**config.mk**
```make
export PLATFORM = sky130hd
export DESIGN_NAME = lcfs_supervisor
export DESIGN_NICKNAME = d
export VERILOG_FILES = /design/src/hw/lcfs_pkg.sv /design/src/hw/lcfs_supervisor.sv /design/src/hw/lcfs_qual.sv
export SDC_FILE = /design/constraint.sdc
export NUM_CORES = 1
export LEC_CHECK = 0
export BUFFER_PORTS_ARGS = -buffer_cell sky130_fd_sc_hd__buf_4
export CORE_MARGIN = 5
export CORE_UTILIZATION = 60
export DETAILED_ROUTE_END_ITERATION = 6
export MAX_ROUTING_LAYER = met4
export PLACE_DENSITY = 0.89
export SLEW_MARGIN = 20
export SYNTH_ARGS = -nofsm -noshare
export SYNTH_HDL_FRONTEND = slang
export SYNTH_SLANG_ARGS = --single-unit
```
**constraint.sdc**
```tcl
create_clock -name clock -period 3.4 [get_ports clock]
set_clock_uncertainty 0.1 [all_clocks]
set_input_delay 0.68 -clock clock [delete_from_list [all_inputs] [get_ports clock]]
set_output_delay 0.68 -clock clock [all_outputs]
set_load 0.005 [all_outputs]
```
**src/hw/lcfs_pkg.sv**
```systemverilog
package lcfs_pkg;
  // clock rate in kilohertz
  localparam int CLK_KHZ = 40000;
  // documented times in microseconds
  localparam int THERM_DEG_US = 60;
  localparam int OPEN_DEG_US = 125;
  localparam int SHORT_DEG_US = 125;
  localparam int STARTUP_US = 100;
  localparam int DIM_RISE_US = 17;
  localparam int DIM_FALL_US = 21;
  localparam int RECOVER_US = 16;
  // cycle counts derived from the rate (nominal figures, exact at 40 MHz)
  localparam int THERM_DEG_CYC = THERM_DEG_US * CLK_KHZ / 1000;
  localparam int OPEN_DEG_CYC = OPEN_DEG_US * CLK_KHZ / 1000;
  localparam int SHORT_DEG_CYC = SHORT_DEG_US * CLK_KHZ / 1000;
  localparam int STARTUP_CYC = STARTUP_US * CLK_KHZ / 1000;
  localparam int DIM_RISE_CYC = DIM_RISE_US * CLK_KHZ / 1000;
  localparam int DIM_FALL_CYC = DIM_FALL_US * CLK_KHZ / 1000;
  localparam int RECOVER_CYC = RECOVER_US * CLK_KHZ / 1000;
  localparam int CNT_W = 13;
  localparam logic [CNT_W-1:0] CNT_ZERO = 13'h0000;

  // comparator and pin levels from the analog side
  typedef struct packed {
    logic enable;      // channel enable pin
    logic dim;         // dimming input
    logic openGate;    // open_check_gate, high enables open check
    logic dropLow;     // sense-to-output drop below open threshold
    logic dropHigh;    // drop above open-recovery threshold
    logic outLow;      // output below short threshold
    logic outHigh;     // output above short-recovery threshold
    logic hot;         // over thermal_trip point
    logic cool;        // below trip point minus hysteresis
    logic busLow;      // shared fault line reads low
  } lcfs_sense_t;

  // controls toward the analog driver
  typedef struct packed {
    logic driveOn;     // full regulated current
    logic retryOn;     // small retry current
    logic sleep;       // sleep, minimal activity
    logic faultMode;   // low-current fault mode
  } lcfs_drive_t;

  typedef struct packed {
    logic open;
    logic shortGnd;
    logic thermal;
  } lcfs_flags_t;
endpackage

```
**src/hw/lcfs_supervisor.sv**
```systemverilog
`timescale 1ns/1ps
`default_nettype none
module lcfs_supervisor
  import lcfs_pkg::*;
(
  input wire logic clock,              // 40 MHz clock
  input wire logic rst_n,              // power-on reset, active low
  input wire lcfs_sense_t senseIn,     // raw comparator and pin levels
  output lcfs_drive_t driveOut,        // driver controls
  output lcfs_flags_t flagsOut,        // current fault flags
  input wire logic faultIn,            // fault line level, high is idle
  output logic faultOut,               // fault line output value (always 0)
  output logic faultOe                 // pulldown active while high
);
  typedef enum {
    ST_SLEEP,
    ST_START,
    ST_RUN,
    ST_OPEN,
    ST_SHORT,
    ST_HOT
  } lcfs_state_t;

  // two-flop synchroniser for every asynchronous level
  lcfs_sense_t meta_r;
  lcfs_sense_t sync_r;
  logic faultMeta_r;
  logic faultSync_r;
  always_ff @(posedge clock or negedge rst_n) begin
    if (!rst_n) begin
      meta_r <= '0;
      sync_r <= '0;
      faultMeta_r <= 1'b1;
      faultSync_r <= 1'b1;
    end else begin
      meta_r <= senseIn;
      sync_r <= meta_r;
      faultMeta_r <= faultIn;
      faultSync_r <= faultMeta_r;
    end
  end

  lcfs_state_t state_r;
  lcfs_state_t state_nxt;
  logic dimOut_r;
  logic dimOut_nxt;
  logic [CNT_W-1:0] dimCnt_r;
  logic [CNT_W-1:0] dimCnt_nxt;
  logic [CNT_W-1:0] startCnt_r;
  logic [CNT_W-1:0] startCnt_nxt;
  logic [CNT_W-1:0] recCnt_r;
  logic [CNT_W-1:0] recCnt_nxt;
  logic faultOe_r;
  lcfs_drive_t drive_r;
  lcfs_drive_t drive_nxt;
  lcfs_flags_t flags_r;
  lcfs_flags_t flags_nxt;

  // named decode of synchronised levels
  wire enabled = sync_r.enable;
  wire dimRaw = sync_r.dim;
  wire busLow = !faultSync_r || sync_r.busLow;
  wire ownFault = (state_r == ST_OPEN) || (state_r == ST_SHORT) || (state_r == ST_HOT);
  wire othersLow = busLow && !faultOe_r;
  wire channelOn = (state_r == ST_RUN) && !busLow;

  // delayed dim: output follows edges after fixed delays
  wire dimDiffers = (dimRaw != dimOut_r);
  wire [CNT_W-1:0] dimTarget = dimRaw ? CNT_W'(DIM_RISE_CYC - 1) : CNT_W'(DIM_FALL_CYC - 1);
  wire dimFire = dimDiffers && (dimCnt_r == dimTarget);
  assign dimOut_nxt = dimFire ? dimRaw : dimOut_r;
  assign dimCnt_nxt = (!dimDiffers || dimFire) ? CNT_ZERO : dimCnt_r + 13'h0001;

  // open and short diagnostics run only with channel on and dim high
  wire diagRun = channelOn && dimOut_r;
  wire openRun = diagRun && sync_r.openGate;
  wire openDone;
  wire shortDone;
  wire hotDone;

  // open qualification; drop above recovery restarts it
  lcfs_qual #(.LIMIT(OPEN_DEG_CYC)) openQual (
    .clock(clock),
    .rst_n(rst_n),
    .run(openRun),
    .cond(sync_r.dropLow),
    .cancel(sync_r.dropHigh),
    .done(openDone)
  );

  // short qualification; output above recovery resets it
  lcfs_qual #(.LIMIT(SHORT_DEG_CYC)) shortQual (
    .clock(clock),
    .rst_n(rst_n),
    .run(diagRun),
    .cond(sync_r.outLow),
    .cancel(sync_r.outHigh),
    .done(shortDone)
  );

  // thermal deglitch, active whenever enabled outside ST_HOT
  lcfs_qual #(.LIMIT(THERM_DEG_CYC)) hotQual (
    .clock(clock),
    .rst_n(rst_n),
    .run(enabled && state_r != ST_HOT),
    .cond(sync_r.hot),
    .cancel(1'b0),
    .done(hotDone)
  );

  // startup wait before current is driven
  wire startDone = (startCnt_r == CNT_W'(STARTUP_CYC - 1));
  assign startCnt_nxt = (state_r == ST_START && !startDone) ? startCnt_r + 13'h0001 : CNT_ZERO;

  // recovery deglitch for open and short retry
  wire openClear = sync_r.dropHigh;
  wire shortClear = sync_r.outHigh;
  wire recCond = (state_r == ST_OPEN && openClear) || (state_r == ST_SHORT && shortClear);
  wire recDone = (recCnt_r == CNT_W'(RECOVER_CYC - 1));
  assign recCnt_nxt = (recCond && !recDone) ? recCnt_r + 13'h0001 : CNT_ZERO;

  // channel state machine
  always_comb begin
    state_nxt = state_r;
    case (state_r)
      ST_SLEEP: begin
        if (enabled) begin
          state_nxt = ST_START;
        end
      end
      ST_START: begin
        if (!enabled) begin
          state_nxt = ST_SLEEP;
        end else if (hotDone) begin
          state_nxt = ST_HOT;
        end else if (startDone) begin
          state_nxt = ST_RUN;
        end
      end
      ST_RUN: begin
        if (!enabled) begin
          state_nxt = ST_SLEEP;
        end else if (hotDone) begin
          state_nxt = ST_HOT;
        end else if (shortDone) begin
          state_nxt = ST_SHORT;
        end else if (openDone) begin
          state_nxt = ST_OPEN;
        end
      end
      ST_OPEN: begin
        if (!enabled) begin
          state_nxt = ST_SLEEP;
        end else if (hotDone) begin
          state_nxt = ST_HOT;
        end else if (recDone || !sync_r.openGate) begin
          state_nxt = ST_RUN;
        end
      end
      ST_SHORT: begin
        if (!enabled) begin
          state_nxt = ST_SLEEP;
        end else if (hotDone) begin
          state_nxt = ST_HOT;
        end else if (recDone) begin
          state_nxt = ST_RUN;
        end
      end
      ST_HOT: begin
        if (!enabled) begin
          state_nxt = ST_SLEEP;
        end else if (sync_r.cool) begin
          state_nxt = ST_RUN;
        end
      end
      default: state_nxt = ST_SLEEP;
    endcase
  end

  // driver controls per state
  always_comb begin
    drive_nxt = '0;
    case (state_nxt)
      ST_SLEEP: drive_nxt.sleep = 1'b1;
      ST_RUN: drive_nxt.driveOn = dimOut_nxt && !busLow;
      ST_OPEN: begin
        drive_nxt.driveOn = dimOut_nxt && !othersLow;
        drive_nxt.retryOn = !dimOut_nxt || othersLow;
      end
      ST_SHORT: drive_nxt.retryOn = 1'b1;
      default: drive_nxt = '0;
    endcase
    drive_nxt.faultMode = othersLow && enabled;
  end

  // fault flags follow state
  always_comb begin
    flags_nxt.open = (state_nxt == ST_OPEN);
    flags_nxt.shortGnd = (state_nxt == ST_SHORT);
    flags_nxt.thermal = (state_nxt == ST_HOT);
  end

  // state and output registers; rst_n is the power-on reset
  always_ff @(posedge clock or negedge rst_n) begin
    if (!rst_n) begin
      state_r <= ST_SLEEP;
      dimOut_r <= 1'b0;
      dimCnt_r <= CNT_ZERO;
      startCnt_r <= CNT_ZERO;
      recCnt_r <= CNT_ZERO;
      faultOe_r <= 1'b0;
      drive_r <= 4'h2;
      flags_r <= '0;
    end else begin
      state_r <= state_nxt;
      dimOut_r <= dimOut_nxt;
      dimCnt_r <= dimCnt_nxt;
      startCnt_r <= startCnt_nxt;
      recCnt_r <= recCnt_nxt;
      faultOe_r <= (state_nxt == ST_OPEN) || (state_nxt == ST_SHORT) || (state_nxt == ST_HOT);
      drive_r <= drive_nxt;
      flags_r <= flags_nxt;
    end
  end

  // fault line is open-drain: drive low only; a strong pullup outside overpowers it
  assign faultOut = 1'b0;
  assign faultOe = faultOe_r;
  assign driveOut = drive_r;
  assign flagsOut = flags_r;
  wire unusedOwn = ownFault;
endmodule
`default_nettype wire

```
**src/hw/lcfs_qual.sv**
```systemverilog
`timescale 1ns/1ps
`default_nettype none
// persistence timer: counts while cond holds, restarts on cancel or when idle
module lcfs_qual
  import lcfs_pkg::*;
#(
  parameter int LIMIT = 1
) (
  input wire logic clock,              // system clock
  input wire logic rst_n,              // async reset, active low
  input wire logic run,                // qualification allowed
  input wire logic cond,               // condition present
  input wire logic cancel,             // recovery level seen, restart
  output logic done                    // condition persisted LIMIT cycles
);
  localparam logic [CNT_W-1:0] LAST = CNT_W'(LIMIT - 1);
  logic [CNT_W-1:0] count_r;
  logic [CNT_W-1:0] count_nxt;
  logic done_r;
  wire counting = run && cond && !cancel;
  wire atLast = (count_r == LAST);

  assign count_nxt = !counting ? CNT_ZERO : (atLast ? count_r : count_r + 13'h0001);
  assign done = done_r;

  // counter and sticky-while-held done
  always_ff @(posedge clock or negedge rst_n) begin
    if (!rst_n) begin
      count_r <= CNT_ZERO;
      done_r <= 1'b0;
    end else begin
      count_r <= count_nxt;
      done_r <= counting && atLast;
    end
  end
endmodule
`default_nettype wire

```
## Word level (Yosys, flattened, before mapping)

Cells that the tools add are included.

| operators by class | value |
|---|---|
| add/subtract/negate cells | 6 |
| reductions and logical operators | 41 |
| equality and inequality tests | 26 |
| multiplexer cells | 31 |

Operators with widths:

| kind | number |
|---|---|
| $mux W32 | 16 |
| $eq A32 B3 Y1 const B | 6 |
| $pmux W32 S6 | 1 |
| $eq A32 B2 Y1 const B | 5 |
| $mux W13 | 9 |
| $eq A32 B4 Y1 const B | 3 |
| $add A13 B1 Y13 const B | 6 |
| $logic_not A32 Y1 | 2 |
| $eq A32 B1 Y1 const B | 1 |
| $ne A32 B4 Y1 const B | 1 |
| $eq A13 B12 Y1 const B | 2 |
| $eq A13 B13 Y1 const B | 2 |
| $logic_and A1 B1 Y1 | 21 |
| $eq A13 B10 Y1 | 1 |
| $eq A13 B10 Y1 const B | 1 |
| $logic_not A1 Y1 | 11 |
| $mux W9 | 1 |
| $logic_or A1 B1 Y1 | 7 |
| $ne A2 B2 Y1 const B | 3 |
| $pmux W1 S2 | 2 |
| $mux W1 | 2 |
| $ne A1 B1 Y1 | 1 |

| storage, ports and cells | value |
|---|---|
| word-level logic and storage cells | 145 |
| bits of input ports | 13 |
| output and inout port bits | 9 |
| flip-flop bits (word level) | 144 |

## Longest topological paths before layout

| depth | value |
|---|---|
| depth in word-level cells | 9 |
| depth in mapped cells | 7 |
| mapped depth without buffers | 7 |

## Hierarchy

From an unflattened synthesis, not the netlist that was laid out.

| second synthesis, totals | value |
|---|---|
| cell total of the unflattened synthesis | 544 |
| area, all modules | 6143.4 µm² |

By module, submodules not included:

| module | seq. area each (µm²) | instances | area each (µm²) | cells an instance |
|---|---|---|---|---|
| lcfs_supervisor | 2556.2 | 1 | 3921.3 | 325 |
| lcfs_qual at openQual ... | 350.3 | 2 | 729.4 | 74 |
| lcfs_qual at hotQual | 350.3 | 1 | 763.2 | 71 |

## Least setup slack after synthesis

OpenSTA, ideal clock, no wires.

| timing | value |
|---|---|
| path type | reg-to-reg |
| start point | register recCnt_r[7] |
| end point | register drive_r, in the netlist driveOut[3] |
| arrival | 2.186 ns |
| buffers on the path | 0 |
| stages on the path, launching flop included | 7 |
| required time | 3.178 ns |
| clock period less this slack | 2.408 ns |
| path slack | 0.992 ns |
| library setup time | 0.122 ns |
| cell sequence | dfrtp_1 or4b_1 or4_4 a22o_1 o2111ai_4 nor2_1 o2111a_1 |

RTL lines:

| what | line | source |
|---|---|---|
| from (decl) | lcfs_supervisor.sv:51 | `logic [CNT_W-1:0] recCnt_r;` |
| from (signal assigned) | lcfs_supervisor.sv:219 | `recCnt_r <= recCnt_nxt;` |
| to (signal assigned) | lcfs_supervisor.sv:221 | `drive_r <= drive_nxt;` |
| to (decl) | lcfs_supervisor.sv:54 | `lcfs_drive_t drive_r;` |

## Worst setup path in the final report

| timing | value |
|---|---|
| start point | register state_r[22] |
| end point | register startCnt_r[12] |

| between the ends | value |
|---|---|
| cells in the longest elaborated chain, start to end | 3 |

Ends and longest elaborated chain:

| what | line | source |
|---|---|---|
| from (decl) | lcfs_supervisor.sv:43 | `lcfs_state_t state_r;` |
| from (signal assigned) | lcfs_supervisor.sv:215 | `state_r <= state_nxt;` |
| $eq A32 B2 Y1 | lcfs_supervisor.sv:113 | `assign startCnt_nxt = (state_r == ST_START && !startDone) ? startCnt_r + 13'h0001 : CNT_ZERO;` |
| $logic_and A1 B1 Y1 | lcfs_supervisor.sv:113 |  |
| $mux W13 | lcfs_supervisor.sv:113 |  |
| named net startCnt_nxt[12] | lcfs_supervisor.sv:50 | `logic [CNT_W-1:0] startCnt_nxt;` |
| to (signal assigned) | lcfs_supervisor.sv:218 | `startCnt_r <= startCnt_nxt;` |
| to (decl) | lcfs_supervisor.sv:49 | `logic [CNT_W-1:0] startCnt_r;` |

The timed path passes the listed nets, and every way through them passes these cells.
A chain may end at the register's enable or synchronous reset.

==> impl_summary.log <==
[metrics] CTS sink count: 144
[metrics] fin nets: 605
[metrics] sequential standard cell area: ~3600 um2
[metrics] worst-path cell chain: nor4_1, nand4_1, nor2_1, nand3_1, nor2_1
[metrics] Final Cycle Share: 0.7618
[metrics] most common cell type on the critical path: sky130_fd_sc_hd__nor2_1
[metrics] Yosys reg bits: 144
[metrics] Die Footprint: roughly 12000 um2
[metrics] leading cell type by number of instances after synthesis: sky130_fd_sc_hd__dfrtp_1
[metrics] outcome: finished, final reports clean
[metrics] multi-input logic area: around 2300 um2
[metrics] vias in the first global route: 4168
[metrics] number of buffers added to fix hold violations after cts: 0
[metrics] max-cap viol count: 0
[metrics] category of the worst setup path capture point: register
[metrics] antenna violations before repair: 0
[metrics] count of input and output buffers: 20
[metrics] die boundary width: 108.9 um
[metrics] path category of the worst min-delay check: in -> async
[metrics] Max H-tree Level: 4
[metrics] worst-case setup margin in the final layout: 809.8 ps
[metrics] Cell variety after synth: 50
[metrics] Reg clk slew, reported paths: 60 ps
[metrics] maximum number of pins on one net before global-route repair: between 70 and 80
[metrics] worst-case register-to-register setup slack: around 810 ps
[metrics] worst setup timing slack at the placement stage: slightly above 800 ps
[metrics] Core Rows: 36
[metrics] number of gates resized after CTS: 0
[metrics] Hold Worst Slack: between 50 and 60 ps
[metrics] Period minus WS final: between 2000 and 3000 ps
[metrics] number of vias after detailed routing: slightly below 4000
[metrics] CTS tree: built
[metrics] highest ir drop seen on vdd: about 440 uV
[metrics] cell area power density: about 550 nW/um2
[metrics] maximum fanout along the worst path: 11
[metrics] fraction of the yosys area taken by sequential cells: 0.6148
[metrics] Top FF cell, synth: sky130_fd_sc_hd__dfrtp_1
[metrics] via density per instance: 5.443
[metrics] Mapped Cells: 526
[metrics] critical path class: reg -> reg
[metrics] GP Congestion: 0.9103
[metrics] top cell type's share of synthesized area: 0.6014
[metrics] cell taking the most area after synthesis: sky130_fd_sc_hd__dfrtp_1
[metrics] Final setup violation count: 0
[metrics] max frequency: roughly 390 MHz
[metrics] RSZ-0062 raised after global routing: no
[metrics] Routed WL: ~11 mm
[metrics] Leakage Power: between 3 and 4 nW
[metrics] post-route ant nets: 0
[metrics] average wire per cell in the routed design: around 15 um
[metrics] total count of max-transition violations in the final report: 0
[metrics] buffer count from post-CTS setup fixing: 0
[metrics] number of remaining DRC errors: 0
[metrics] effective utilization at floorplan: 0.6086
[metrics] Tightest Pin Transition: between 800 and 900 ps
[metrics] cell family with most CP delay: simple AND/OR/NAND/NOR gates
[metrics] number of antenna diodes: 0
[metrics] DIE HEIGHT: roughly 110 um
[metrics] initial detailed-routing violation count: between 200 and 250
[metrics] Root Driver: sky130_fd_sc_hd__clkbuf_8
[metrics] required time of the worst setup path: roughly 3700 ps
[metrics] synthesis warning total: 0
[metrics] detailed placement HPWL: a little under 7 mm
[metrics] first-pass GRT wire length: about 19 mm
[metrics] Slowest-stage cell, CP: sky130_fd_sc_hd__nor2_1
[metrics] placeable core area: ~9600 um2
[metrics] setup TNS: 0 ps
[metrics] CTS Buf Count: 17
[metrics] First-pass DRT Iterations: 4
[metrics] Async SR Flop Fraction: 1.000
[metrics] crit start category: register
[metrics] combined global-route utilization of all metal layers: 0.2113
[metrics] most frequent cells after synthesis: sky130_fd_sc_hd__dfrtp_1 (141), sky130_fd_sc_hd__nor2_1 (98), sky130_fd_sc_hd__xor2_1 (40)
[metrics] number of synthesized flops with an enable pin: 0
[metrics] Layout Area Growth over Synthesis: 17.98%
[metrics] normalized max-slew margin: 0.4337
[metrics] mapped cell area: just under 6000 um2
[metrics] Max Buffers Root-to-Sink: 2
[metrics] largest stage delay on the critical path: 680 ps
[metrics] share of cells above drive strength 1: 0.1137
[metrics] Synth area leaders: sky130_fd_sc_hd__dfrtp_1 (60%), sky130_fd_sc_hd__nor2_1 (6.3%), sky130_fd_sc_hd__xor2_1 (6.0%)
[metrics] Mapped Avg Cell Area: about 11 um2
[metrics] Worst EP arrival: about 2900 ps
[metrics] count of final hold-check violations: 0
[metrics] combined buffer and inverter count along the critical path: 0
[metrics] IO Pins: 22
[metrics] clock latency on the worst-skew pair: approximately 530 ps
[metrics] fill cell instance count of the final layout: roughly 670
[metrics] overflow left after global routing: 0
-- layout make-up --
| cell class | count | share of cell area |
|---|---|---|
| flip-flops and latches | 144 | 0.5211 |
| multi-input cells | 389 | 0.3297 |
| clock buffers | 19 | 0.06092 |
| clock inverters | 12 | 0.02983 |
| repair buffers | 25 | 0.02946 |
| well taps | 133 | 0.02404 |
| inverters | 9 | 0.004881 |
-- cell usage in the layout (no fill, tap or decap), types with 3 or more instances in the layout --
cell	n
sky130_fd_sc_hd__dfrtp_1	141
sky130_fd_sc_hd__nor2_1	98
sky130_fd_sc_hd__xor2_1	40
sky130_fd_sc_hd__nand2_1	35
sky130_fd_sc_hd__nand3_1	33
sky130_fd_sc_hd__conb_1	30
sky130_fd_sc_hd__xnor2_1	25
sky130_fd_sc_hd__buf_4	23
sky130_fd_sc_hd__nand4_1	18
sky130_fd_sc_hd__clkbuf_16	16
sky130_fd_sc_hd__and3_1	15
sky130_fd_sc_hd__nor3_1	10
sky130_fd_sc_hd__nor4_1	8
sky130_fd_sc_hd__o21ai_0	8
sky130_fd_sc_hd__inv_1	8
sky130_fd_sc_hd__a21oi_1	7
sky130_fd_sc_hd__ha_1	6
sky130_fd_sc_hd__nor3b_1	5
sky130_fd_sc_hd__or3_1	5
sky130_fd_sc_hd__bufinv_16	5
sky130_fd_sc_hd__and4_1	4
sky130_fd_sc_hd__inv_6	4
sky130_fd_sc_hd__nand2b_1	3
sky130_fd_sc_hd__nand3b_1	3
sky130_fd_sc_hd__nor4b_1	3
sky130_fd_sc_hd__nor2b_1	3
sky130_fd_sc_hd__mux2i_1	3
sky130_fd_sc_hd__dfstp_2	3
-- sequential cells by signal, indices dropped and copies added (netlist names), 3 cells and up --
signal / cells
meta_r: 10
shortQual.count_r: 13
flagsOut: 3
driveOut: 4
state_r: 32
startCnt_r: 13
openQual.count_r: 13
hotQual.count_r: 13
dimCnt_r: 13
sync_r: 6
recCnt_r: 13
-- per-layer routing --
metal	wire length, um	global-route usage
met5	0	-
met4	291	0.1109
met1	4654	0.2525
met2	5376	0.3281
met3	484	0.05921
-- metrics by stage --
step	utilization	std cells	power (mW)	instance area [um2]
after CTS	0.7181	731	3.850	6922
after floorplan	-	555	1.814	5976
after global placement	0.6529	700	1.867	6294
final	0.7181	731	3.813	6922
after global routing	0.7181	731	3.931	6922
after detailed placement	0.6529	700	1.873	6294
-- cells by family (layout without fill, tap and decap cells) --
kind of cell,after synthesis,in the layout,share of synthesized area
AO/OA/AOI/OAI,29,29,0.03711
XOR/XNOR,65,65,0.09704
other,1,30,0.0006392
AND/OR/NAND/NOR,255,255,0.2158
flip-flops,144,144,0.6148
adder cells (fa/ha/maj),6,6,0.01280
buffers and inverters,22,65,0.01471
multiplexers,4,4,0.007038
-- final timing paths --
| kind | depth (start not counted) | end | start |
|---|---|---|---|
| max | 5 | startCnt_r[12] | state_r[22] |
| min | 1 | dimCnt_r[10] | rst_n |
| max reg2reg | 5 | startCnt_r[12] | state_r[22] |
| min reg2reg | 0 | sync_r[0] | meta_r[0] |
| max in group asynchronous | 2 | driveOut[1] | rst_n |
| min in group clock | 1 | meta_r[1] | senseIn[1] |
-- power by group --
group	internal, mW	total [mW]	switching (mW)	leakage (nW)
registers	1.75	1.77	0.0191	1.88
clock network	1.27	1.97	0.700	0.304
logic	0.0217	0.0725	0.0507	0.849
total	3.04	3.81	0.770	3.04
Power figures use the tool's default switching activity.
